## src/pkg/scc_cfg.svh

```systemverilog
// register offsets, field positions, reset values and counts of the clock controller
`ifndef SCC_CFG_SVH
`define SCC_CFG_SVH
// register byte offsets
`define SCC_OFS_CTRL0     8'h00
`define SCC_OFS_CTRL1     8'h04
`define SCC_OFS_CTRL2     8'h08
`define SCC_OFS_CTRL3     8'h0C
`define SCC_OFS_PORT      8'h10
// control zero fields
`define SCC_B_HS_EN       0
`define SCC_B_LS_EN       1
`define SCC_B_HS_REL      2
`define SCC_B_LS_REL      3
`define SCC_B_WU_RUN      4
`define SCC_F_PRCK        9:8
// control one fields
`define SCC_B_SRC_SEL     0
`define SCC_B_SW_STAT     1
`define SCC_B_HALVE       2
`define SCC_B_PERIPHERAL_CLOCK_SOURCE_SELECT       3
`define SCC_F_GEAR        6:4
// control two and three fields
`define SCC_F_WUPT        5:4
`define SCC_B_DRV         7
`define SCC_F_COSEL       5:4
// port fields
`define SCC_B_PDIR        0
`define SCC_B_PFUN        1
// reset values
`define SCC_RST_GEAR      3'h7
`define SCC_RST_WUPT      2'h2
`define SCC_RST_COSEL     2'h1
`define SCC_RST_PRCK      2'h0
// warm-up lengths in oscillator cycles, minus one
`define SCC_WU_LEN1       17'h0_00FF
`define SCC_WU_LEN2       17'h0_3FFF
`define SCC_WU_LEN3       17'h0_FFFF
// prescaler terminal counts: /16, /2, /4, /8
`define SCC_PRE_T0        4'hF
`define SCC_PRE_T1        4'h1
`define SCC_PRE_T2        4'h3
`define SCC_PRE_T3        4'h7
// bus answers
`define SCC_RESP_OKAY     2'h0
`define SCC_RESP_SLVERR   2'h2
`endif

```

## src/pkg/scc_pkg.sv

```systemverilog
// types shared by the clock controller modules
package scc_pkg;
	// software-visible control fields
	typedef struct packed {
		logic       hs_en;
		logic       ls_en;
		logic       hs_rel;
		logic       ls_rel;
		logic [1:0] prck;
		logic       src_sel;
		logic       halve;
		logic       peripheral_clock_source_select;
		logic [2:0] gear;
		logic [1:0] wupt;
		logic       drv;
		logic [1:0] cosel;
		logic       pdir;
		logic       pfun;
	} scc_ctrl_t;
	// clock switch sequencer
	typedef enum logic [1:0] {
		SCC_SW_STEADY = 2'b01,
		SCC_SW_WAIT   = 2'b10
	} scc_sw_t;
endpackage : scc_pkg

```

## src/rtl/scc_top.sv

```systemverilog
// system clock controller: oscillator control, gearing, switch, outputs
// Notes on behaviour
// RULE1: software never changes source select and divider select in one write.
// RULE2: source select writes take effect only while both oscillators are enabled.
// RULE3: software sets stop-release enable of the selected oscillator before stop.
// RULE4: leaving stop always restarts the oscillator the source select chooses.
// RULE5: reset gives high osc on, low osc off, divider 111 (pll clock /8).
// RULE6: pll clock runs at four times the high-speed oscillator rate.
// RULE7: warm-up lasts 2^8, 2^14 or 2^16 oscillator cycles for codes 01,10,11.
// RULE8: writing one starts warm-up; flag reads one while counting, zero after.
// RULE9: warm-up counts cycles of the oscillator being started.
// RULE10: switch status reads one on low-speed clock, zero on geared clock.
// RULE11: source select one picks low-speed clock, zero picks geared clock.
// RULE12: normal to slow: warm low osc, select it, confirm, stop high osc.
// RULE13: slow to normal: warm high osc, select it, confirm, stop low osc.
// RULE14: software stops unsupported peripherals before entering slow mode.
// RULE15: clock out picks geared low, system/2, system, prescaler base clock.
// RULE16: clock out toggles only in normal and slow; held in idle/sleep/stop.
// RULE17: pin is clock out only with direction and function bits both one.
// RULE18: drive reduce resets zero and clears whenever the oscillator restarts.
// RULE19: low-speed halve bit writable only while high-speed clock drives system.
// RULE20: prescaler base is selected peripheral clock divided, /16 after reset.
// RULE21: status changes only once new source drives; no shortened pulses.
//
// Added by the designer: the AXI4-Lite register port and the address map.
`timescale 1ns/10ps
`include "scc_cfg.svh"
module scc_top #(
	parameter int unsigned PLL_MULT = 4,
	parameter int unsigned PER_W    = 16
) (
	// clock and reset
	input  wire logic        clock,
	input  wire logic        rst,
	// axi4-lite write
	input  wire logic        s_axi_awvalid,
	output logic             s_axi_awready,
	input  wire logic [7:0]  s_axi_awaddr,
	input  wire logic        s_axi_wvalid,
	output logic             s_axi_wready,
	input  wire logic [31:0] s_axi_wdata,
	input  wire logic [3:0]  s_axi_wstrb,
	output logic             s_axi_bvalid,
	input  wire logic        s_axi_bready,
	output logic [1:0]       s_axi_bresp,
	// axi4-lite read
	input  wire logic        s_axi_arvalid,
	output logic             s_axi_arready,
	input  wire logic [7:0]  s_axi_araddr,
	output logic             s_axi_rvalid,
	input  wire logic        s_axi_rready,
	output logic [31:0]      s_axi_rdata,
	output logic [1:0]       s_axi_rresp,
	// oscillator ticks and standby state
	input  wire logic        high_osc_tick,
	input  wire logic        low_osc_tick,
	input  wire logic        mode_idle,
	input  wire logic        mode_sleep,
	input  wire logic        mode_stop,
	// oscillator control
	output logic             high_osc_run,
	output logic             low_osc_run,
	output logic             osc_drive_reduce,
	// clock enables
	output logic             system_clock_tick,
	output logic             prescaler_base_tick,
	// clock output pin
	output logic             clock_out_pin,
	output logic             clock_out_oe
);
	generate
		if (PLL_MULT != 4 || PER_W < 4)
		begin : g_chk
			$error("unsupported pll factor or period width");
		end
	endgenerate

	scc_pkg::scc_ctrl_t ctrl_r;
	scc_pkg::scc_sw_t   sw_r;
	logic               aw_hold_r;
	logic               w_hold_r;
	logic [7:0]         waddr_r;
	logic [31:0]        wdata_r;
	logic               wr_fire;
	logic               stop_prev_r;
	logic               stop_exit;
	logic               sleep_prev_r;
	logic               osc_wake;
	logic               active_src_r;
	logic               hi_tick;
	logic               lo_tick;
	logic               wu_busy;
	logic               wu_start;
	logic [PER_W-1:0]   per_cnt_r;
	logic [PER_W-1:0]   per_r;
	logic [PER_W-1:0]   ph_r;
	logic               pll_tick_r;
	logic               pll_emit;
	logic [2:0]         gear_cnt_r;
	logic               gear_tick;
	logic               ls_half_r;
	logic               fsgear_tick;
	logic               sys_tick;
	logic               new_src_tick;
	logic               sys_half_r;
	logic [3:0]         pre_cnt_r;
	logic               fperiph_tick;
	logic               pre_tick;
	logic               cout_tick;
	logic               run_mode;
	logic [31:0]        rd_word;
	logic               wr_c0;
	logic               wr_c1;
	logic               wr_c2;
	logic               wr_c3;
	logic               wr_pt;
	logic               sel_ok;
	logic               halve_ok;

	// prescaler terminal count per divide code
	function automatic logic [3:0] pre_term(input logic [1:0] code);
		case (code)
			2'h1:    pre_term = `SCC_PRE_T1;
			2'h2:    pre_term = `SCC_PRE_T2;
			2'h3:    pre_term = `SCC_PRE_T3;
			default: pre_term = `SCC_PRE_T0;
		endcase
	endfunction : pre_term

	// write side: address and data caught in either order
	assign wr_fire  = aw_hold_r && w_hold_r && !s_axi_bvalid;
	assign wr_c0    = wr_fire && (waddr_r == `SCC_OFS_CTRL0) && s_axi_wstrb[0];
	assign wr_c1    = wr_fire && (waddr_r == `SCC_OFS_CTRL1) && s_axi_wstrb[0];
	assign wr_c2    = wr_fire && (waddr_r == `SCC_OFS_CTRL2) && s_axi_wstrb[0];
	assign wr_c3    = wr_fire && (waddr_r == `SCC_OFS_CTRL3) && s_axi_wstrb[0];
	assign wr_pt    = wr_fire && (waddr_r == `SCC_OFS_PORT) && s_axi_wstrb[0];
	assign wu_start = wr_c0 && wdata_r[`SCC_B_WU_RUN];
	// source change needs both oscillators enabled
	assign sel_ok   = ctrl_r.hs_en && ctrl_r.ls_en; // RULE2
	// halving only while the geared clock drives the system
	assign halve_ok = !active_src_r; // RULE19
	assign stop_exit = stop_prev_r && !mode_stop;
	// sleep also parks the high oscillator, so its exit is a restart too
	assign osc_wake = stop_exit || (sleep_prev_r && !mode_sleep);

	always_ff @(posedge clock or posedge rst)
	begin
		if (rst)
		begin
			aw_hold_r    <= 1'b0;
			w_hold_r     <= 1'b0;
			waddr_r      <= 8'h00;
			wdata_r      <= 32'h0000_0000;
			s_axi_bvalid <= 1'b0;
			s_axi_bresp  <= `SCC_RESP_OKAY;
		end
		else
		begin
			if (s_axi_awvalid && s_axi_awready)
			begin
				aw_hold_r <= 1'b1;
				waddr_r   <= s_axi_awaddr;
			end
			if (s_axi_wvalid && s_axi_wready)
			begin
				w_hold_r <= 1'b1;
				wdata_r  <= s_axi_wdata;
			end
			if (wr_fire)
			begin
				aw_hold_r    <= 1'b0;
				w_hold_r     <= 1'b0;
				s_axi_bvalid <= 1'b1;
				s_axi_bresp  <= (waddr_r > `SCC_OFS_PORT || waddr_r[1:0] != 2'h0)
				                ? `SCC_RESP_SLVERR : `SCC_RESP_OKAY;
			end
			else if (s_axi_bready)
				s_axi_bvalid <= 1'b0;
		end
	end

	// ready flops: low while a word is held
	always_ff @(posedge clock or posedge rst)
	begin
		if (rst)
		begin
			s_axi_awready <= 1'b0;
			s_axi_wready  <= 1'b0;
		end
		else
		begin
			s_axi_awready <= !aw_hold_r && !(s_axi_awvalid && s_axi_awready);
			s_axi_wready  <= !w_hold_r && !(s_axi_wvalid && s_axi_wready);
		end
	end

	// control fields; hardware restarts override software writes
	always_ff @(posedge clock or posedge rst)
	begin
		if (rst)
		begin
			ctrl_r       <= '0;
			ctrl_r.hs_en <= 1'b1; // RULE5
			ctrl_r.gear  <= `SCC_RST_GEAR; // RULE5
			ctrl_r.wupt  <= `SCC_RST_WUPT;
			ctrl_r.cosel <= `SCC_RST_COSEL;
			ctrl_r.prck  <= `SCC_RST_PRCK; // RULE20
			stop_prev_r  <= 1'b0;
			sleep_prev_r <= 1'b0;
		end
		else
		begin
			stop_prev_r <= mode_stop;
			sleep_prev_r <= mode_sleep;
			if (wr_c0)
			begin
				ctrl_r.hs_en  <= wdata_r[`SCC_B_HS_EN];
				ctrl_r.ls_en  <= wdata_r[`SCC_B_LS_EN];
				ctrl_r.hs_rel <= wdata_r[`SCC_B_HS_REL];
				ctrl_r.ls_rel <= wdata_r[`SCC_B_LS_REL];
				ctrl_r.prck   <= wdata_r[`SCC_F_PRCK];
			end
			if (wr_c1)
			begin
				if (sel_ok)
					ctrl_r.src_sel <= wdata_r[`SCC_B_SRC_SEL]; // RULE11
				if (halve_ok)
					ctrl_r.halve <= wdata_r[`SCC_B_HALVE];
				ctrl_r.peripheral_clock_source_select <= wdata_r[`SCC_B_PERIPHERAL_CLOCK_SOURCE_SELECT];
				ctrl_r.gear  <= wdata_r[`SCC_F_GEAR];
			end
			if (wr_c2)
			begin
				ctrl_r.wupt <= wdata_r[`SCC_F_WUPT];
				ctrl_r.drv  <= wdata_r[`SCC_B_DRV];
			end
			if (wr_c3)
				ctrl_r.cosel <= wdata_r[`SCC_F_COSEL];
			if (wr_pt)
			begin
				ctrl_r.pdir <= wdata_r[`SCC_B_PDIR];
				ctrl_r.pfun <= wdata_r[`SCC_B_PFUN];
			end
			// restart of the high oscillator brings back full drive
			if (osc_wake || (wr_c0 && !ctrl_r.hs_en && wdata_r[`SCC_B_HS_EN]))
				ctrl_r.drv <= 1'b0; // RULE18
			// selected oscillator always restarts after stop
			if (stop_exit)
			begin
				ctrl_r.hs_en <= ctrl_r.hs_rel || !ctrl_r.src_sel; // RULE4
				ctrl_r.ls_en <= ctrl_r.ls_rel || ctrl_r.src_sel; // RULE4
			end
		end
	end

	// oscillator run outputs: both stop in stop, high stops in sleep
	always_ff @(posedge clock or posedge rst)
	begin
		if (rst)
		begin
			high_osc_run <= 1'b0;
			low_osc_run  <= 1'b0;
		end
		else
		begin
			high_osc_run <= ctrl_r.hs_en && !mode_stop && !mode_sleep;
			low_osc_run  <= ctrl_r.ls_en && !mode_stop;
		end
	end
	assign hi_tick = high_osc_tick && high_osc_run;
	assign lo_tick = low_osc_tick && low_osc_run;

	// warm-up times the oscillator not now driving the system
	scc_warmup u_warmup (
		.clock    (clock),
		.rst      (rst),
		.start    (wu_start), // RULE8
		.osc_tick (active_src_r ? hi_tick : lo_tick), // RULE9
		.time_sel (ctrl_r.wupt),
		.busy     (wu_busy)
	);

	// pll model: measure oscillator period, emit four evenly spaced ticks
	assign pll_emit = hi_tick || (ph_r >= (per_r >> 2) - PER_W'(1));
	always_ff @(posedge clock or posedge rst)
	begin
		if (rst)
		begin
			per_cnt_r  <= '0;
			per_r      <= '1;
			ph_r       <= '0;
			pll_tick_r <= 1'b0;
		end
		else if (!high_osc_run)
		begin
			per_cnt_r  <= '0;
			ph_r       <= '0;
			pll_tick_r <= 1'b0;
		end
		else
		begin
			per_cnt_r  <= hi_tick ? '0 : per_cnt_r + PER_W'(1);
			if (hi_tick)
				per_r <= per_cnt_r + PER_W'(1);
			ph_r       <= pll_emit ? '0 : ph_r + PER_W'(1);
			pll_tick_r <= pll_emit; // RULE6
		end
	end

	// gear divider: divide by code plus one, so 111 gives /8
	assign gear_tick = pll_tick_r && (gear_cnt_r >= ctrl_r.gear);
	// low-speed clock optionally halved
	assign fsgear_tick = lo_tick && (!ctrl_r.halve || ls_half_r);
	assign sys_tick = active_src_r ? fsgear_tick : gear_tick; // RULE10
	assign new_src_tick = ctrl_r.src_sel ? fsgear_tick : gear_tick;
	always_ff @(posedge clock or posedge rst)
	begin
		if (rst)
		begin
			gear_cnt_r <= 3'h0;
			ls_half_r  <= 1'b0;
		end
		else
		begin
			if (pll_tick_r)
				gear_cnt_r <= gear_tick ? 3'h0 : gear_cnt_r + 3'h1; // RULE5
			if (lo_tick)
				ls_half_r <= !ls_half_r;
		end
	end

	// switch waits for a whole tick of the new source, never cuts one
	always_ff @(posedge clock or posedge rst)
	begin
		if (rst)
		begin
			sw_r         <= scc_pkg::SCC_SW_STEADY;
			active_src_r <= 1'b0;
		end
		else
		begin
			case (sw_r)
				scc_pkg::SCC_SW_STEADY:
					if (ctrl_r.src_sel != active_src_r)
						sw_r <= scc_pkg::SCC_SW_WAIT;
				scc_pkg::SCC_SW_WAIT:
					if (new_src_tick)
					begin
						active_src_r <= ctrl_r.src_sel; // RULE21
						sw_r         <= scc_pkg::SCC_SW_STEADY;
					end
				default:
					sw_r <= scc_pkg::SCC_SW_STEADY;
			endcase
		end
	end

	// prescaler base from the chosen peripheral clock
	assign fperiph_tick = ctrl_r.peripheral_clock_source_select ? gear_tick : pll_tick_r;
	assign pre_tick = fperiph_tick && (pre_cnt_r >= pre_term(ctrl_r.prck));
	// clock-out source; pin held outside normal and slow
	assign run_mode = !mode_idle && !mode_sleep && !mode_stop;
	assign cout_tick = (ctrl_r.cosel == 2'h0) ? fsgear_tick :
	                   (ctrl_r.cosel == 2'h1) ? (sys_tick && sys_half_r) :
	                   (ctrl_r.cosel == 2'h2) ? sys_tick : pre_tick; // RULE15
	always_ff @(posedge clock or posedge rst)
	begin
		if (rst)
		begin
			pre_cnt_r           <= 4'h0;
			sys_half_r          <= 1'b0;
			system_clock_tick   <= 1'b0;
			prescaler_base_tick <= 1'b0;
			clock_out_pin       <= 1'b0;
			clock_out_oe        <= 1'b0;
			osc_drive_reduce    <= 1'b0;
		end
		else
		begin
			if (fperiph_tick)
				pre_cnt_r <= pre_tick ? 4'h0 : pre_cnt_r + 4'h1; // RULE20
			if (sys_tick)
				sys_half_r <= !sys_half_r;
			system_clock_tick   <= sys_tick;
			prescaler_base_tick <= pre_tick;
			if (run_mode && cout_tick)
				clock_out_pin <= !clock_out_pin; // RULE16
			clock_out_oe     <= ctrl_r.pdir && ctrl_r.pfun; // RULE17
			osc_drive_reduce <= ctrl_r.drv;
		end
	end

	// read side: one word per aligned offset, others read zero
	assign rd_word =
		(s_axi_araddr == `SCC_OFS_CTRL0) ? {22'h00_0000, ctrl_r.prck, 3'h0,
			wu_busy, ctrl_r.ls_rel, ctrl_r.hs_rel, ctrl_r.ls_en,
			ctrl_r.hs_en} :
		(s_axi_araddr == `SCC_OFS_CTRL1) ? {25'h000_0000, ctrl_r.gear,
			ctrl_r.peripheral_clock_source_select, ctrl_r.halve, active_src_r, ctrl_r.src_sel} :
		(s_axi_araddr == `SCC_OFS_CTRL2) ? {24'h00_0000, ctrl_r.drv, 1'b0,
			ctrl_r.wupt, 4'h0} :
		(s_axi_araddr == `SCC_OFS_CTRL3) ? {26'h000_0000, ctrl_r.cosel,
			4'h0} :
		(s_axi_araddr == `SCC_OFS_PORT) ? {30'h0000_0000, ctrl_r.pfun,
			ctrl_r.pdir} : 32'h0000_0000;
	always_ff @(posedge clock or posedge rst)
	begin
		if (rst)
		begin
			s_axi_arready <= 1'b0;
			s_axi_rvalid  <= 1'b0;
			s_axi_rdata   <= 32'h0000_0000;
			s_axi_rresp   <= `SCC_RESP_OKAY;
		end
		else
		begin
			s_axi_arready <= !s_axi_rvalid && !s_axi_arready;
			if (s_axi_arvalid && s_axi_arready)
			begin
				s_axi_rvalid <= 1'b1;
				s_axi_rdata  <= rd_word; // RULE8
				s_axi_rresp  <= (s_axi_araddr > `SCC_OFS_PORT ||
				                 s_axi_araddr[1:0] != 2'h0)
				                ? `SCC_RESP_SLVERR : `SCC_RESP_OKAY;
			end
			else if (s_axi_rready)
				s_axi_rvalid <= 1'b0;
		end
	end
endmodule : scc_top

```

## src/rtl/scc_warmup.sv

```systemverilog
// oscillator warm-up timer counting cycles of the oscillator being started
`timescale 1ns/10ps
`include "scc_cfg.svh"
module scc_warmup #(
	parameter int unsigned CNT_W = 17
) (
	// clock and reset
	input  wire logic             clock,
	input  wire logic             rst,
	// control
	input  wire logic             start,
	input  wire logic             osc_tick,
	input  wire logic [1:0]       time_sel,
	// status
	output logic                  busy
);
	generate
		if (CNT_W < 17)
		begin : g_chk
			$error("warm-up counter too narrow");
		end
	endgenerate

	logic [CNT_W-1:0] cnt_r;
	logic [CNT_W-1:0] len;
	logic             done;

	// length decode; code 00 means no warm-up
	assign len = (time_sel == 2'h1) ? CNT_W'(`SCC_WU_LEN1) :
	             (time_sel == 2'h2) ? CNT_W'(`SCC_WU_LEN2) :
	                                  CNT_W'(`SCC_WU_LEN3);
	assign done = osc_tick && (cnt_r == len);

	// counts oscillator ticks only, so length tracks its frequency
	always_ff @(posedge clock or posedge rst)
	begin
		if (rst)
		begin
			busy  <= 1'b0;
			cnt_r <= '0;
		end
		else if (start)
		begin
			busy  <= (time_sel != 2'h0); // RULE7
			cnt_r <= '0;
		end
		else if (busy && osc_tick)
		begin
			busy  <= !done; // RULE9
			cnt_r <= cnt_r + CNT_W'(1);
		end
	end
endmodule : scc_warmup

```

## config.mk

```make
export PLATFORM = sky130hd
export DESIGN_NAME = scc_top
export DESIGN_NICKNAME = d
export VERILOG_FILES = /design/src/pkg/scc_pkg.sv /design/src/rtl/scc_top.sv /design/src/rtl/scc_warmup.sv
export VERILOG_INCLUDE_DIRS = /design/src /design/src/pkg
export SDC_FILE = /design/constraint.sdc
export NUM_CORES = 1
export LEC_CHECK = 0
export BUFFER_PORTS_ARGS = -buffer_cell sky130_fd_sc_hd__buf_4
export CORE_MARGIN = 5
export CORE_UTILIZATION = 47
export CTS_CLUSTER_DIAMETER = 50
export DETAILED_ROUTE_END_ITERATION = 8
export HOLD_SLACK_MARGIN = 0.06
export PLACE_DENSITY_LB_ADDON = 0.2
export SYNTH_ARGS = -nofsm -noshare
export SYNTH_HDL_FRONTEND = slang
export SYNTH_SLANG_ARGS = --single-unit
export TNS_END_PERCENT = 20
```

## constraint.sdc

```tcl
create_clock -name clock -period 4.9 [get_ports clock]
set_input_delay 0.245 -clock clock [delete_from_list [all_inputs] [get_ports clock]]
set_output_delay 0.245 -clock clock [all_outputs]
set_load 0.1 [all_outputs]
```

==> tab_implementation.tex, run 1 <==
\begin{tabular}{lr}
\hline
Metric & Value \\
\hline
\multicolumn{2}{l}{\textbf{Floorplanning}} \\
\quad I/O pin count & 112 \\
\quad Effective utilization at floorplan & 47.6\% \\
\quad Height of the die & 134 um \\
\quad Area of the die & 0.0178 sq mm \\
\quad Cell Rows & 45 \\
\quad CORE AREA & 0.0151 sq mm \\
\quad Die span in x & 134 um \\
\multicolumn{2}{l}{\textbf{Global route}} \\
\quad First-pass GRT wire length & 25700 um \\
\quad Initial antenna violation count & 0 \\
\quad Largest net degree at the start of global routing & 94 \\
\quad All-layer global routing usage & 17.6\% \\
\quad Number of global-route vias before repair & 5324 \\
\quad Total overflow reported by the global router & 0 \\
\multicolumn{2}{l}{\textbf{Clock tree}} \\
\quad Clock-pin slew on the worst setup and hold paths & 0.06 ns \\
\quad Resize count post-CTS & 0 \\
\quad Number of buffers created by CTS & 17 \\
\quad Number of sinks driven by the clock tree & 142 \\
\quad Number of buffers on the longest clock path & 2 \\
\quad Clock tree from TritonCTS & done \\
\quad Maximum level of the CTS H-tree & 4 \\
\quad Buffer cell driving the clock tree root & sky130\_fd\_sc\_hd\_\_clkbuf\_16 \\
\quad Source-to-sink clock delay at the later pin of the worst-skew pair & 0.42 ns \\
\multicolumn{2}{l}{\textbf{Routing}} \\
\quad Remaining antenna violation count after routing & 0 \\
\quad Total wirelength of the detailed-routed design & 15100 um \\
\quad DRC Markers & 0 \\
\quad DR pass1 iterations & 5 \\
\quad Routed vias/inst & 5.32 \\
\quad Vias after detailed routing & 5245 \\
\quad Detailed router's first-iteration violation count & 300 \\
\quad Average wire length per cell after detail routing & 15.3 um \\
\multicolumn{2}{l}{\textbf{Setup path}} \\
\quad Setup Crit Path Kind & flip-flop to flip-flop \\
\quad Most common cell type on the critical path & sky130\_fd\_sc\_hd\_\_nor3\_1 \\
\quad Worst-path cell with the longest stage delay & sky130\_fd\_sc\_hd\_\_nor4\_1 \\
\quad Series of cell instances along the critical path & nor4\_1, nand3\_1, or3\_1, ha\_1, nand4\_1, nor3\_1, a21oi\_1, o211ai\_1, buf\_4, nor3\_1 \\
\quad Required time at the worst-slack endpoint & 5.18 ns \\
\quad Longest individual stage delay on the worst path & 0.55 ns \\
\quad CP arrival & 3.15 ns \\
\quad Maximum net fanout on the critical path & 17 \\
\quad Critical Path End Type & flip-flop \\
\quad Launching element type of the critical path & flip-flop \\
\multicolumn{2}{l}{\textbf{Synth}} \\
\quad FFs w/ async S/R, synth & 100\% \\
\quad Main combinational cell family by area after synthesis & simple AND/OR/NAND/NOR gates \\
\quad Gate Count Post-Synth & 693 \\
\quad Share of synthesized area spent on multiplexers & 6.66\% \\
\quad Cell taking the most area after synthesis & sky130\_fd\_sc\_hd\_\_dfrtp\_1 \\
\quad Proportion of synthesized chip area in sequential cells & 49.9\% \\
\quad Most used flip-flop cell after synthesis & sky130\_fd\_sc\_hd\_\_dfrtp\_1 \\
\quad Mean area per synthesized cell & 10.4 sq um \\
\quad Register bit count reported by yosys & 142 \\
\quad Total number of yosys warnings & 0 \\
\quad Adder-cell share of the synthesized area & 5.58\% \\
\quad Mapped Area & 0.00718 sq mm \\
\quad Simple-gate area share of the yosys netlist & 17.7\% \\
\quad Xor/xnor cell area share of the yosys netlist & 6.83\% \\
\quad Unique masters post-synth & 57 \\
\quad Share of the synthesized area in compound gates (AO/OA/AOI/OAI) & 8.12\% \\
\quad Cell types occupying the most area after synthesis & sky130\_fd\_sc\_hd\_\_dfrtp\_1, sky130\_fd\_sc\_hd\_\_dfstp\_2, sky130\_fd\_sc\_hd\_\_mux2\_2, sky130\_fd\_sc\_hd\_\_ha\_1, sky130\_fd\_sc\_hd\_\_nor2\_1 \\
\quad Number of enable-type register cells in the synthesized netlist & 0 \\
\quad Share of the synthesized area in the top cell type & 42.2\% \\
\multicolumn{2}{l}{\textbf{Pwr}} \\
\quad Power density of the placed cells & 433 mW/mm\^{}2 \\
\quad Leakage & 3.87 nW \\
\quad Total power draw & 3.70 mW \\
\quad Peak supply drop & 0.383 mV \\
\multicolumn{2}{l}{\textbf{Finish}} \\
\quad Area of the multi-input gates & 0.00331 sq mm \\
\quad Register Area & 0.00358 sq mm \\
\quad Number of fill cells & 1270 \\
\quad Number of antenna repair diodes & 0 \\
\quad Final nets & 880 \\
\quad Proportion of layout cells with a drive suffix above 1 & 21.1\% \\
\quad Area growth from synthesis to layout & 19.2\% \\
\multicolumn{2}{l}{\textbf{STA}} \\
\quad Setup repair after global routing missed its margin & false \\
\quad Number of failing setup endpoints in the final timing report & 0 \\
\quad Pin slew with the least headroom to its limit & 1.29 ns \\
\quad Time the worst path needs with I/O delays and setup & 2.87 ns \\
\quad Setup skew after layout & 0.0136 ns \\
\quad Post-route setup TNS & 0 ns \\
\quad Maximum clock frequency & 0.348 GHz \\
\quad Final hold viol count & 0 \\
\quad Max-slew headroom & 13.2\% \\
\quad Number of max-slew violations in the final report & 0 \\
\quad Final worst-path cycle share & 58.6\% \\
\multicolumn{2}{l}{\textbf{Place}} \\
\quad GPL Wtd Cong & 0.774 \\
\quad Port Buffer Count & 62 \\
\quad Total half-perimeter wirelength after legalization and detailed placement & 10900 um \\
\multicolumn{2}{l}{\textbf{Outcome}} \\
\quad Status & completed \\
\multicolumn{2}{l}{\textbf{Run}} \\
\quad Max Cap Violations & 0 \\
\multicolumn{2}{l}{\textbf{Hold path}} \\
\quad Worst hold-check path type & primary input to flip-flop \\
\hline
\end{tabular}
final cells by class:
type                       instances  area share, %
clock buffer                      17           4.97
tap                              188           2.75
clock inverter                    15           1.75
inverter                          32           1.46
timing repair buffer              89           8.51
sequential                       142           41.8
multi-input combinational        502           38.7
cell families (layout without fill, tap and decap cells):
logic type                 after synthesis  count (layout)
and+or+nand+nor                        253             253
DFF                                    142             142
xor gates and xnor gates                56              56
adders and majority gates               32              32
buffers and inverters                   72             153
other                                    1              24
muxes                                   42              42
AOI/OAI and AO/OA                       95              95
sequential cells by signal (all words and copies together), names as in the netlist, 2 cells and up:
signal	cells
ph_r	16
gear_cnt_r	3
s_axi_rdata	10
per_r	14
per_cnt_r	16
ctrl_r	19
waddr_r	8
pre_cnt_r	4
sw_r	2
u_warmup.cnt_r	17
wdata_r	10
cells in the mapped netlist, types with 3 or more instances:
cell	n
sky130_fd_sc_hd__a211oi_1	3
sky130_fd_sc_hd__a21o_1	7
sky130_fd_sc_hd__a21oi_1	34
sky130_fd_sc_hd__a22o_1	3
sky130_fd_sc_hd__and3_1	8
sky130_fd_sc_hd__and3b_1	3
sky130_fd_sc_hd__and4_1	6
sky130_fd_sc_hd__buf_4	24
sky130_fd_sc_hd__clkbuf_1	12
sky130_fd_sc_hd__dfrtp_1	121
sky130_fd_sc_hd__dfstp_2	21
sky130_fd_sc_hd__ha_1	32
sky130_fd_sc_hd__inv_1	32
sky130_fd_sc_hd__mux2_2	36
sky130_fd_sc_hd__mux2i_1	5
sky130_fd_sc_hd__nand2_1	46
sky130_fd_sc_hd__nand2b_1	7
sky130_fd_sc_hd__nand3_1	26
sky130_fd_sc_hd__nand3b_1	3
sky130_fd_sc_hd__nand4_1	11
sky130_fd_sc_hd__nor2_1	73
sky130_fd_sc_hd__nor2b_1	6
sky130_fd_sc_hd__nor3_1	36
sky130_fd_sc_hd__nor3b_1	3
sky130_fd_sc_hd__nor4_1	6
sky130_fd_sc_hd__o211ai_1	3
sky130_fd_sc_hd__o21ai_0	24
sky130_fd_sc_hd__o221ai_1	3
sky130_fd_sc_hd__o31ai_1	3
sky130_fd_sc_hd__or2_2	4
sky130_fd_sc_hd__or3_1	5
sky130_fd_sc_hd__xnor2_1	26
sky130_fd_sc_hd__xor2_1	30
placed cells by master, fill, tap and decap left out, types with 6 or more instances in the layout:
cell,netlist,routed
sky130_fd_sc_hd__mux2_2,36,36
sky130_fd_sc_hd__ha_1,32,32
sky130_fd_sc_hd__dfstp_2,21,21
sky130_fd_sc_hd__a21o_1,7,7
sky130_fd_sc_hd__dlygate4sd3_1,0,24
sky130_fd_sc_hd__a21oi_1,34,34
sky130_fd_sc_hd__nor2b_1,6,6
sky130_fd_sc_hd__xor2_1,30,30
sky130_fd_sc_hd__xnor2_1,26,26
sky130_fd_sc_hd__clkbuf_16,0,17
sky130_fd_sc_hd__o21ai_0,24,24
sky130_fd_sc_hd__and4_1,6,6
sky130_fd_sc_hd__inv_6,0,6
sky130_fd_sc_hd__nor3_1,36,36
sky130_fd_sc_hd__inv_1,32,31
sky130_fd_sc_hd__nor4_1,6,6
sky130_fd_sc_hd__nand4_1,11,11
sky130_fd_sc_hd__dfrtp_1,121,121
sky130_fd_sc_hd__buf_4,24,65
sky130_fd_sc_hd__nand2b_1,7,7
sky130_fd_sc_hd__and3_1,8,8
sky130_fd_sc_hd__nor2_1,73,73
sky130_fd_sc_hd__conb_1,1,24
sky130_fd_sc_hd__nand2_1,46,46
sky130_fd_sc_hd__nand3_1,26,26
repair_timing:
action                     CTS  global route
setup endpoints to repair    0             0
hold endpoints to repair    99             0
buffers inserted             0             0
hold buffers                24             0
where the power goes:
group | leakage, nW | switching (mW) | internal [mW]
sequential | 1.81 | 0.191 | 1.39
combinational | 1.78 | 0.579 | 0.296
clock | 0.275 | 0.537 | 0.714
total | 3.87 | 1.31 | 2.40
per-layer routing:
metal	up-vias	share of wire [%]	routed length, um	track usage, %
met2	113	48	7200	28.7
met1	2568	47	7030	23.7
met3	10	4.6	697	4.53
met5	-	0	0	0
li1	2554	-	-	-
met4	0	0.85	128	4.46
worst max-delay path, delay by kind of cell (launching register included):
kind	cells	cell delay [ns]
AO/OA/AOI/OAI	2	0.14
adder cells (fa/ha/maj)	1	0.31
buffers and inverters	1	0.24
flip-flops	1	0.38
AND/OR/NAND/NOR	6	1.66
final timing paths:
kind | startpoint | to | slack (ns) | cells past startpoint
worst max-delay path | per_r[7] | ph_r[4] | 2.03 | 10
worst min-delay path | s_axi_awaddr[7] | waddr_r[7] | 0.08 | 2
worst max register to register | per_r[7] | ph_r[4] | 2.03 | 10
worst min register to register | ctrl_r[4] | osc_drive_reduce | 0.44 | 0
max in group asynchronous | rst | s_axi_rdata[7] | 3.17 | 4
min in group asynchronous | rst | u_warmup.cnt_r[5] | 0.52 | 3
stage by stage:
stage	std cells	setup slack (ns)	hold slack (ns)	area [sq um]	utilization [%]
after floorplan	716	0.880	0.276	7260	-
final	985	2.03	0.0769	8560	56.7
after global routing	985	1.71	0.0719	8560	56.7
after CTS	985	1.96	0.0669	8560	56.7
after global placement	929	2.05	0.388	7740	51.3
after detailed placement	929	1.97	0.389	7740	51.3
No activity file was read; power rests on OpenSTA's default activity.
==> run 2: changes to the inputs <==
Settings changed: ABC_AREA set to 1.
Clock period 4.9 ns to 2.4 ns, I/O delays scaled along.
==> run 2 against run 1 <==
The flow now finishes with violations (setup timing). Critical path depth is 8 higher. Combinational power is 140% higher. Global-route usage is 1.6 points higher. Maximum frequency is 9.1% higher. Clock skew is 0.0053 ns lower. Synthesized area is 5.5% higher. Cell area is 11% higher. Cell count is 30% higher. Sequential share of layout area is 4.2 points lower. Utilization is 3.4 points higher. Die area is 5.1% higher. Clock power is 130% higher.
==> tab_implementation.tex, run 2 <==
\begin{tabular}{lr}
\hline
Metric & Value \\
\hline
\multicolumn{2}{l}{\textbf{Clock tree}} \\
\quad Source-to-sink clock delay at the later pin of the worst-skew pair & 0.42 ns (about the same) \\
\quad Number of buffers on the longest clock path & 2 (unchanged) \\
\quad Clock tree from TritonCTS & done \\
\quad Buffer cell driving the clock tree root & sky130\_fd\_sc\_hd\_\_clkbuf\_16 \\
\quad Maximum level of the CTS H-tree & 4 (unchanged) \\
\quad Clock-pin slew on the worst setup and hold paths & 0.06 ns (about the same) \\
\quad Number of buffers created by CTS & 17 (unchanged) \\
\quad Number of sinks driven by the clock tree & 142 (unchanged) \\
\multicolumn{2}{l}{\textbf{Synth}} \\
\quad FFs w/ async S/R, synth & 100\% (unchanged) \\
\quad Cell types occupying the most area after synthesis & sky130\_fd\_sc\_hd\_\_dfrtp\_1, sky130\_fd\_sc\_hd\_\_nand2\_1, sky130\_fd\_sc\_hd\_\_dfstp\_2, sky130\_fd\_sc\_hd\_\_inv\_1, sky130\_fd\_sc\_hd\_\_ha\_1 \\
\quad Cell with the most instances after synthesis & sky130\_fd\_sc\_hd\_\_nand2\_1 \\
\quad Number of enable-type register cells in the synthesized netlist & 0 (unchanged) \\
\quad Synth top cells by count & sky130\_fd\_sc\_hd\_\_nand2\_1, sky130\_fd\_sc\_hd\_\_dfrtp\_1, sky130\_fd\_sc\_hd\_\_inv\_1 \\
\quad Mapped Area & 0.00757 sq mm (+5.5\%) \\
\quad Proportion of synthesized chip area in sequential cells & 47.3\% (-2.6 points) \\
\quad Simple-gate area share of the yosys netlist & 25.9\% (+8.1 points) \\
\quad Xor/xnor cell area share of the yosys netlist & 3.24\% (-3.6 points) \\
\quad Most used flip-flop cell after synthesis & sky130\_fd\_sc\_hd\_\_dfrtp\_1 \\
\quad Cell taking the most area after synthesis & sky130\_fd\_sc\_hd\_\_dfrtp\_1 \\
\quad Total number of yosys warnings & 0 (unchanged) \\
\quad Gate Count Post-Synth & 919 (+33\%) \\
\quad Share of synthesized area spent on multiplexers & 0.132\% (-6.5 points) \\
\quad Mean area per synthesized cell & 8.24 sq um (-20\%) \\
\quad Share of the synthesized area in the top cell type & 40.0\% (-2.2 points) \\
\quad Unique masters post-synth & 52 (-8.8\%) \\
\quad Share of the synthesized area in compound gates (AO/OA/AOI/OAI) & 9.04\% (+0.91 points) \\
\quad Adder-cell share of the synthesized area & 5.29\% (-0.29 points) \\
\quad Register bit count reported by yosys & 142 (unchanged) \\
\quad Main combinational cell family by area after synthesis & simple AND/OR/NAND/NOR gates \\
\multicolumn{2}{l}{\textbf{Finish}} \\
\quad Proportion of layout cells with a drive suffix above 1 & 18.6\% (-2.4 points) \\
\quad Number of antenna repair diodes & 0 (unchanged) \\
\quad Utilization after layout & 60.2\% (+3.4 points) \\
\quad Biggest registers after layout & ctrl\_r (19), u\_warmup.cnt\_r (17) \\
\quad Highest-count cells in the layout ignoring fill and taps & sky130\_fd\_sc\_hd\_\_nand2\_1, sky130\_fd\_sc\_hd\_\_dfrtp\_1, sky130\_fd\_sc\_hd\_\_inv\_1 \\
\quad Most common cell after layout, fill and taps aside & sky130\_fd\_sc\_hd\_\_nand2\_1 \\
\quad Max FFs per register & 19 (unchanged) \\
\quad Register containing the most flip-flops in the final layout & ctrl\_r \\
\quad Register Area & 0.00358 sq mm (unchanged) \\
\quad Post-route insts no fill & 1278 (+30\%) \\
\quad Final nets & 1145 (+30\%) \\
\quad Area of the multi-input gates & 0.00346 sq mm (+4.5\%) \\
\quad Number of fill cells & 1394 (+9.8\%) \\
\quad Area growth from synthesis to layout & 25.7\% \\
\multicolumn{2}{l}{\textbf{Floorplanning}} \\
\quad Die span in x & 137 um (+2.5\%) \\
\quad Effective utilization at floorplan & 47.9\% (+0.29 points) \\
\quad Height of the die & 137 um (+2.5\%) \\
\quad Cell Rows & 46 (+2.2\%) \\
\quad CORE AREA & 0.0158 sq mm (+4.9\%) \\
\quad I/O pin count & 112 (unchanged) \\
\quad Area of the die & 0.0188 sq mm (+5.1\%) \\
\multicolumn{2}{l}{\textbf{Setup path}} \\
\quad Combined buffer and inverter count along the critical path & 4 (+3) \\
\quad Crit. Startpoint & per\_r[3] \\
\quad Longest individual stage delay on the worst path & 0.38 ns (-0.17 ns) \\
\quad Worst r2r src & per\_r[3] \\
\quad Maximum net fanout on the critical path & 8 (-9) \\
\quad CP arrival & 2.94 ns (-0.21 ns) \\
\quad Required time at the worst-slack endpoint & 2.71 ns (-2.47 ns) \\
\quad Series of cell instances along the critical path & inv\_2, ha\_4, nor3b\_4, nand2\_1, nor2\_1, nand3b\_1, nor2\_2, nand3b\_1, ha\_1, nand2\_1, inv\_2, nand3\_2, nor2\_2, nand3\_1, nand4\_1, buf\_6, clkbuf\_16, nor2\_2 \\
\quad Launching element type of the critical path & flip-flop \\
\quad Setup Crit Path Kind & flip-flop to flip-flop \\
\quad Critical Path End Type & flip-flop \\
\quad Worst-path cell with the longest stage delay & sky130\_fd\_sc\_hd\_\_dfstp\_2 \\
\quad Kind of cell adding the most delay to the critical path & simple AND/OR/NAND/NOR gates \\
\quad Most common cell type on the critical path & sky130\_fd\_sc\_hd\_\_nor2\_2 \\
\multicolumn{2}{l}{\textbf{Place}} \\
\quad Cell count after placement & 1204 (+30\%) \\
\quad Total half-perimeter wirelength after legalization and detailed placement & 12300 um (+13\%) \\
\quad Port Buffer Count & 62 (unchanged) \\
\quad GPL Wtd Cong & 0.875 (+13\%) \\
\multicolumn{2}{l}{\textbf{Run}} \\
\quad Max Cap Violations & 0 (unchanged) \\
\multicolumn{2}{l}{\textbf{Routing}} \\
\quad Average wire length per cell after detail routing & 13.4 um (-12\%) \\
\quad Total wirelength of the detailed-routed design & 17200 um (+14\%) \\
\quad Vias after detailed routing & 6320 (+20\%) \\
\quad Remaining antenna violation count after routing & 0 (unchanged) \\
\quad DR pass1 iterations & 5 (unchanged) \\
\quad DRC Markers & 0 (unchanged) \\
\quad Detailed router's first-iteration violation count & 423 (+41\%) \\
\quad Routed vias/inst & 4.95 (-7.1\%) \\
\multicolumn{2}{l}{\textbf{Global route}} \\
\quad Met2 global-route usage & 32.6\% (+3.9 points) \\
\quad Global-route track usage on met3 & 4.45\% (-0.083 points) \\
\quad Largest net degree at the start of global routing & 68 (-28\%) \\
\quad Initial antenna violation count & 0 (unchanged) \\
\quad First-pass GRT wire length & 28900 um (+12\%) \\
\quad Total overflow reported by the global router & 0 (unchanged) \\
\quad Number of global-route vias before repair & 6148 (+15\%) \\
\quad Most used routing layer in global routing & met2 \\
\quad Met1 Usage GRT & 24.5\% (+0.82 points) \\
\quad All-layer global routing usage & 19.3\% (+1.6 points) \\
\multicolumn{2}{l}{\textbf{STA}} \\
\quad Time the worst path needs with I/O delays and setup & 2.63 ns (-0.240 ns) \\
\quad Final worst-path cycle share & 110\% (+51 points) \\
\quad Final Worst Setup Slack & -0.231 ns (-2.26 ns) \\
\quad Pin slew with the least headroom to its limit & 0.714 ns (-0.574 ns) \\
\quad Number of max-slew violations in the final report & 0 (unchanged) \\
\quad Setup skew after layout & 0.00835 ns (-0.00528 ns) \\
\quad Maximum clock frequency & 0.380 GHz (+9.1\%) \\
\quad Setup repair after global routing missed its margin & true \\
\quad Number of failing setup endpoints in the final timing report & 17 (+17) \\
\quad Final hold viol count & 0 (unchanged) \\
\quad Max-slew headroom & 52.0\% (+39 points) \\
\multicolumn{2}{l}{\textbf{Pwr}} \\
\quad Peak supply drop & 0.755 mV (+97\%) \\
\quad Power density of the placed cells & 857 mW/mm\^{}2 (+98\%) \\
\quad Leakage & 4.72 nW (+22\%) \\
\multicolumn{2}{l}{\textbf{Hold path}} \\
\quad Worst hold-check path type & primary input to flip-flop \\
\quad Startpoint of the lowest-slack hold path & low\_osc\_tick \\
\multicolumn{2}{l}{\textbf{Outcome}} \\
\quad Status & complete, but fails checks \\
\quad Violations in the final reports & setup timing \\
\hline
\end{tabular}
[run 2: cell types whose count changed in the layout (fill, tap and decap cells not counted), sizes merged, moves of 21 or more]
cell,before,now
buf,65,87
inv,39,122
mux2,36,0
nand2,47,198
nand3,26,64
nor2,73,108
o21ai,25,75
xnor2,26,5
[run 2: power by group]
group          internal (mW)  total (mW)  leakage [nW]  switching [mW]
registers               2.82        3.11          1.78           0.290
clock network           1.86        2.90         0.318            1.04
logic                  0.602        2.14          2.62            1.54
total                   5.29        8.16          4.72            2.87
[run 2: logic make-up after synthesis]
kind of cell	count (synthesis)
buffers and inverters	158
xor gates and xnor gates	28
AOI/OAI and AO/OA	125
DFF	142
adders and majority gates	32
and+or+nand+nor	432
other	1
muxes	1
[run 2: path summary, 6_finish.rpt]
kind                                  end  cells after the start  slack [ns]
min in group asynchronous  s_axi_rdata[6]                      3        0.26
max in group asynchronous      ctrl_r[18]                      4        1.33
max reg2reg                       ph_r[3]                     18       -0.23
min                             ls_half_r                      3        0.08
max                               ph_r[3]                     18       -0.23
min reg2reg                 s_axi_arready                      1        0.45
[run 2: metrics by stage]
stage                     area (sq um)  power (mW)  hold WS [ns]  setup TNS [ns]  setup slack [ns]
after floorplan                   7660        4.67         0.151           -2.47            -0.226
after global placement            8340        5.11         0.144           -1.41            -0.100
after detailed placement          8340        5.15         0.153           -3.23            -0.198
after CTS                         9370        8.21        0.0753           -2.83            -0.177
after global routing              9520        8.59        0.0958           -6.05            -0.379
final                             9520        8.16        0.0789           -3.54            -0.231
[run 2: worst register-to-register path, stage by stage (launching register included)]
cell and delay (ns):
sky130_fd_sc_hd__dfstp_2 0.38, sky130_fd_sc_hd__inv_2 0.06, sky130_fd_sc_hd__ha_4 0.13, sky130_fd_sc_hd__nor3b_4 0.18, sky130_fd_sc_hd__nand2_1 0.10, sky130_fd_sc_hd__nor2_1 0.11, sky130_fd_sc_hd__nand3b_1 0.12, sky130_fd_sc_hd__nor2_2 0.15
sky130_fd_sc_hd__nand3b_1 0.12, sky130_fd_sc_hd__ha_1 0.31, sky130_fd_sc_hd__nand2_1 0.06, sky130_fd_sc_hd__inv_2 0.06, sky130_fd_sc_hd__nand3_2 0.08, sky130_fd_sc_hd__nor2_2 0.12, sky130_fd_sc_hd__nand3_1 0.10, sky130_fd_sc_hd__nand4_1 0.10
sky130_fd_sc_hd__buf_6 0.14, sky130_fd_sc_hd__clkbuf_16 0.16, sky130_fd_sc_hd__nor2_2 0.04
[run 2: metal layers]
| layer | wire length, um | vias to the layer above |
|---|---|---|
| met5 | 0 | - |
| met4 | 347 | 0 |
| met3 | 660 | 29 |
| met2 | 8430 | 128 |
| met1 | 7720 | 2975 |
| li1 | - | 3188 |
[run 2: timing repair]
item	CTS	global route
hold buffers	36	0
gates cloned	0	2
endpoints found under the hold margin	44	0
resized for setup	1	29
setup buffers	0	4
setup endpoints to repair	17	17
pin swaps	1	11
[run 2: area by class of cell]
cell class / instances / area share, %
sequential: 142 / 37.6
clock inverter: 11 / 1.87
multi-input combinational: 642 / 36.4
timing repair buffer: 125 / 11.5
inverter: 121 / 4.81
tap: 216 / 2.84
clock buffer: 21 / 5.05
==> run 3: changes to the inputs <==
--- a/config.mk
+++ b/config.mk
@@ -14,5 +14,5 @@
 export DETAILED_ROUTE_END_ITERATION = 8
 export HOLD_SLACK_MARGIN = 0.06
-export PLACE_DENSITY_LB_ADDON = 0.2
+export PLACE_DENSITY_LB_ADDON = 0.12
 export SYNTH_ARGS = -nofsm -noshare
 export SYNTH_HDL_FRONTEND = slang
==> constraint.sdc (replaced) <==
create_clock -name clock -period 3.3 [get_ports clock]
set_input_delay 0.165 -clock clock [delete_from_list [all_inputs] [get_ports clock]]
set_output_delay 0.165 -clock clock [all_outputs]
set_load 0.005 [all_outputs]
==> run 3 against run 2 <==
The flow now finishes without violations. Highest routed layer unchanged. Total power fell by 37%. Setup slack improved by 0.68 ns. Sequential share of layout area rose by 1.7 points. Combinational power fell by 56%. Clock skew rose by 0.0037 ns. Count of clock-buffer cells in the layout rose by 3. Flip-flop and latch count did not move. Cell area fell by 4.4%. Via count fell by 4.9%. Utilization fell by 2.7 points. Sequential power fell by 27%.
==> tab_implementation.tex, run 3 (synthesis gave the netlist of run 2 again) <==
\begin{tabular}{lr}
\hline
Metric & Value \\
\hline
\multicolumn{2}{l}{\textbf{STA}} \\
\quad Time the worst path needs with I/O delays and setup & 2.85 ns (+0.218 ns) \\
\quad Max-slew headroom & 46.9\% (-5.0 points) \\
\quad Post-route setup TNS & 0 ns (+3.54 ns) \\
\quad Setup skew after layout & 0.0120 ns (+0.00370 ns) \\
\quad Final worst-path cycle share & 86.3\% (-23 points) \\
\quad Maximum clock frequency & 0.351 GHz (-7.6\%) \\
\quad Number of failing setup endpoints in the final timing report & 0 (-17) \\
\quad Setup repair after global routing missed its margin & false \\
\quad Pin slew with the least headroom to its limit & 0.796 ns (+0.0819 ns) \\
\quad Final hold viol count & 0 (unchanged) \\
\quad Number of max-slew violations in the final report & 0 (unchanged) \\
\multicolumn{2}{l}{\textbf{Routing}} \\
\quad Vias after detailed routing & 6008 (-4.9\%) \\
\quad Detailed router's first-iteration violation count & 294 (-30\%) \\
\quad Remaining antenna violation count after routing & 0 (unchanged) \\
\quad Total wirelength of the detailed-routed design & 16400 um (-4.3\%) \\
\quad DRC Markers & 0 (unchanged) \\
\quad DR pass1 iterations & 4 (-1) \\
\quad Routed vias/inst & 4.81 (-2.7\%) \\
\quad Average wire length per cell after detail routing & 13.2 um (-2.0\%) \\
\multicolumn{2}{l}{\textbf{Floorplanning}} \\
\quad Height of the die & 137 um (unchanged) \\
\quad Area of the die & 0.0188 sq mm (unchanged) \\
\quad CORE AREA & 0.0158 sq mm (unchanged) \\
\quad Effective utilization at floorplan & 47.9\% (unchanged) \\
\quad Die span in x & 137 um (unchanged) \\
\quad I/O pin count & 112 (unchanged) \\
\quad Cell Rows & 46 (unchanged) \\
\multicolumn{2}{l}{\textbf{Clock tree}} \\
\quad Buffer cell driving the clock tree root & sky130\_fd\_sc\_hd\_\_clkbuf\_16 \\
\quad Hold bufs inserted after CTS & 29 (-19\%) \\
\quad Number of buffers on the longest clock path & 2 (unchanged) \\
\quad Number of sinks driven by the clock tree & 142 (unchanged) \\
\quad Number of buffers inserted by post-CTS setup repair & 0 (unchanged) \\
\quad Clock-pin slew on the worst setup and hold paths & 0.06 ns (about the same) \\
\quad Number of buffers created by CTS & 17 (unchanged) \\
\quad Maximum level of the CTS H-tree & 4 (unchanged) \\
\quad Clock tree from TritonCTS & done \\
\quad Source-to-sink clock delay at the later pin of the worst-skew pair & 0.42 ns (about the same) \\
\quad Resize count post-CTS & 0 (-1) \\
\multicolumn{2}{l}{\textbf{Setup path}} \\
\quad Combined buffer and inverter count along the critical path & 3 (-1) \\
\quad Launching element type of the critical path & flip-flop \\
\quad Maximum net fanout on the critical path & 17 (+9) \\
\quad Critical Path End Type & flip-flop \\
\quad Setup Crit Path Kind & flip-flop to flip-flop \\
\quad Worst-path cell with the longest stage delay & sky130\_fd\_sc\_hd\_\_dfstp\_2 \\
\quad Required time at the worst-slack endpoint & 3.60 ns (+0.89 ns) \\
\quad Most common cell type on the critical path & sky130\_fd\_sc\_hd\_\_nor2\_1 \\
\quad CP arrival & 3.15 ns (+0.21 ns) \\
\quad Series of cell instances along the critical path & inv\_1, ha\_1, nor3b\_2, nand2\_1, nor2\_1, nand3b\_1, nor2\_1, nand3b\_1, ha\_1, nand2\_1, inv\_1, nand3\_1, nor2\_1, nand3\_1, nand4\_1, buf\_4, nor2\_1 \\
\quad Longest individual stage delay on the worst path & 0.37 ns (about the same) \\
\quad Kind of cell adding the most delay to the critical path & simple AND/OR/NAND/NOR gates \\
\multicolumn{2}{l}{\textbf{Place}} \\
\quad GPL Wtd Cong & 0.828 (-5.3\%) \\
\quad Total half-perimeter wirelength after legalization and detailed placement & 11800 um (-4.5\%) \\
\quad Total cell area at the placement stage & 0.00820 sq mm (-1.7\%) \\
\quad Port Buffer Count & 62 (unchanged) \\
\multicolumn{2}{l}{\textbf{Finish}} \\
\quad Number of antenna repair diodes & 0 (unchanged) \\
\quad Register containing the most flip-flops in the final layout & ctrl\_r \\
\quad Post-layout instance area & 0.00910 sq mm (-4.4\%) \\
\quad Area growth from synthesis to layout & 20.1\% \\
\quad Biggest registers after layout & ctrl\_r (19), u\_warmup.cnt\_r (17) \\
\quad Register Area & 0.00358 sq mm (unchanged) \\
\quad Final nets & 1115 (-2.6\%) \\
\quad Max FFs per register & 19 (unchanged) \\
\quad Most common cell after layout, fill and taps aside & sky130\_fd\_sc\_hd\_\_nand2\_1 \\
\quad Proportion of layout cells with a drive suffix above 1 & 14.5\% (-4.1 points) \\
\quad Highest-count cells in the layout ignoring fill and taps & sky130\_fd\_sc\_hd\_\_nand2\_1, sky130\_fd\_sc\_hd\_\_dfrtp\_1, sky130\_fd\_sc\_hd\_\_inv\_1 \\
\quad Number of fill cells & 1444 (+3.6\%) \\
\quad Area of the multi-input gates & 0.00339 sq mm (-2.2\%) \\
\multicolumn{2}{l}{\textbf{Outcome}} \\
\quad Status & completed \\
\multicolumn{2}{l}{\textbf{Global route}} \\
\quad Number of global-route vias before repair & 6004 (-2.3\%) \\
\quad Initial antenna violation count & 0 (unchanged) \\
\quad All-layer global routing usage & 18.8\% (-0.43 points) \\
\quad First-pass GRT wire length & 28000 um (-3.0\%) \\
\quad Largest net degree at the start of global routing & 143 (+110\%) \\
\quad Total overflow reported by the global router & 0 (unchanged) \\
\multicolumn{2}{l}{\textbf{Pwr}} \\
\quad Leakage & 4.53 nW (-3.9\%) \\
\quad Power density of the placed cells & 565 mW/mm\^{}2 (-34\%) \\
\quad Total power draw & 5.14 mW (-37\%) \\
\quad Peak supply drop & 0.402 mV (-47\%) \\
\multicolumn{2}{l}{\textbf{Run}} \\
\quad Max Cap Violations & 0 (unchanged) \\
\multicolumn{2}{l}{\textbf{Hold path}} \\
\quad Worst hold-check path type & primary input to flip-flop \\
\hline
\end{tabular}
-- run 3: metrics by stage --
stage	hold slack, ns	instances	util, %	setup WS (ns)
after global placement	0.307	1187	51.8	0.566
after detailed placement	0.309	1187	51.8	0.441
after global routing	0.108	1248	57.5	0.00989
after floorplan	0.196	942	-	0.674
final	0.0848	1248	57.5	0.451
after CTS	0.0713	1248	57.5	0.411
-- run 3: final timing paths --
check,from,cells after the start,slack [ns],to
max reg2reg,per_r[2],17,0.45,ph_r[12]
min reg2reg,s_axi_rvalid,1,0.45,s_axi_arready
max in group asynchronous,rst,4,2.19,ctrl_r[16]
max,per_r[2],17,0.45,ph_r[12]
min in group asynchronous,rst,4,0.48,s_axi_arready
min,s_axi_awvalid,4,0.08,waddr_r[0]
-- run 3: area by class of cell --
type,instances,area share [%]
Clock inverter,8,1.14
Clock buffer,24,5.51
Tap cell,216,2.97
Sequential cell,142,39.3
Inverter,121,5.03
Timing Repair Buffer,95,8.77
Multi-Input combinational cell,642,37.2
-- run 3: worst register-to-register path, delay by kind of cell (launching register included) --
kind | cells | cell delay (ns)
AND/OR/NAND/NOR | 12 | 1.47
buffers and inverters | 3 | 0.38
adder cells (fa/ha/maj) | 2 | 0.51
flip-flops | 1 | 0.37
-- run 3: report_power, final --
part / leakage, nW / internal (mW) / total (mW) / switching (mW)
sequential: 1.78 / 2.05 / 2.26 / 0.209
clock: 0.297 / 1.22 / 1.95 / 0.728
combinational: 2.46 / 0.362 / 0.931 / 0.570
-- run 3: per-layer routing --
metal | vias up | part of all wire [%] | GRT usage [%]
met5 | - | 0 | 0
met1 | 2791 | 46 | 24.3
met3 | 17 | 3.2 | 3.79
li1 | 3122 | - | -
met4 | 0 | 1.6 | 7.32
met2 | 78 | 50 | 31.2
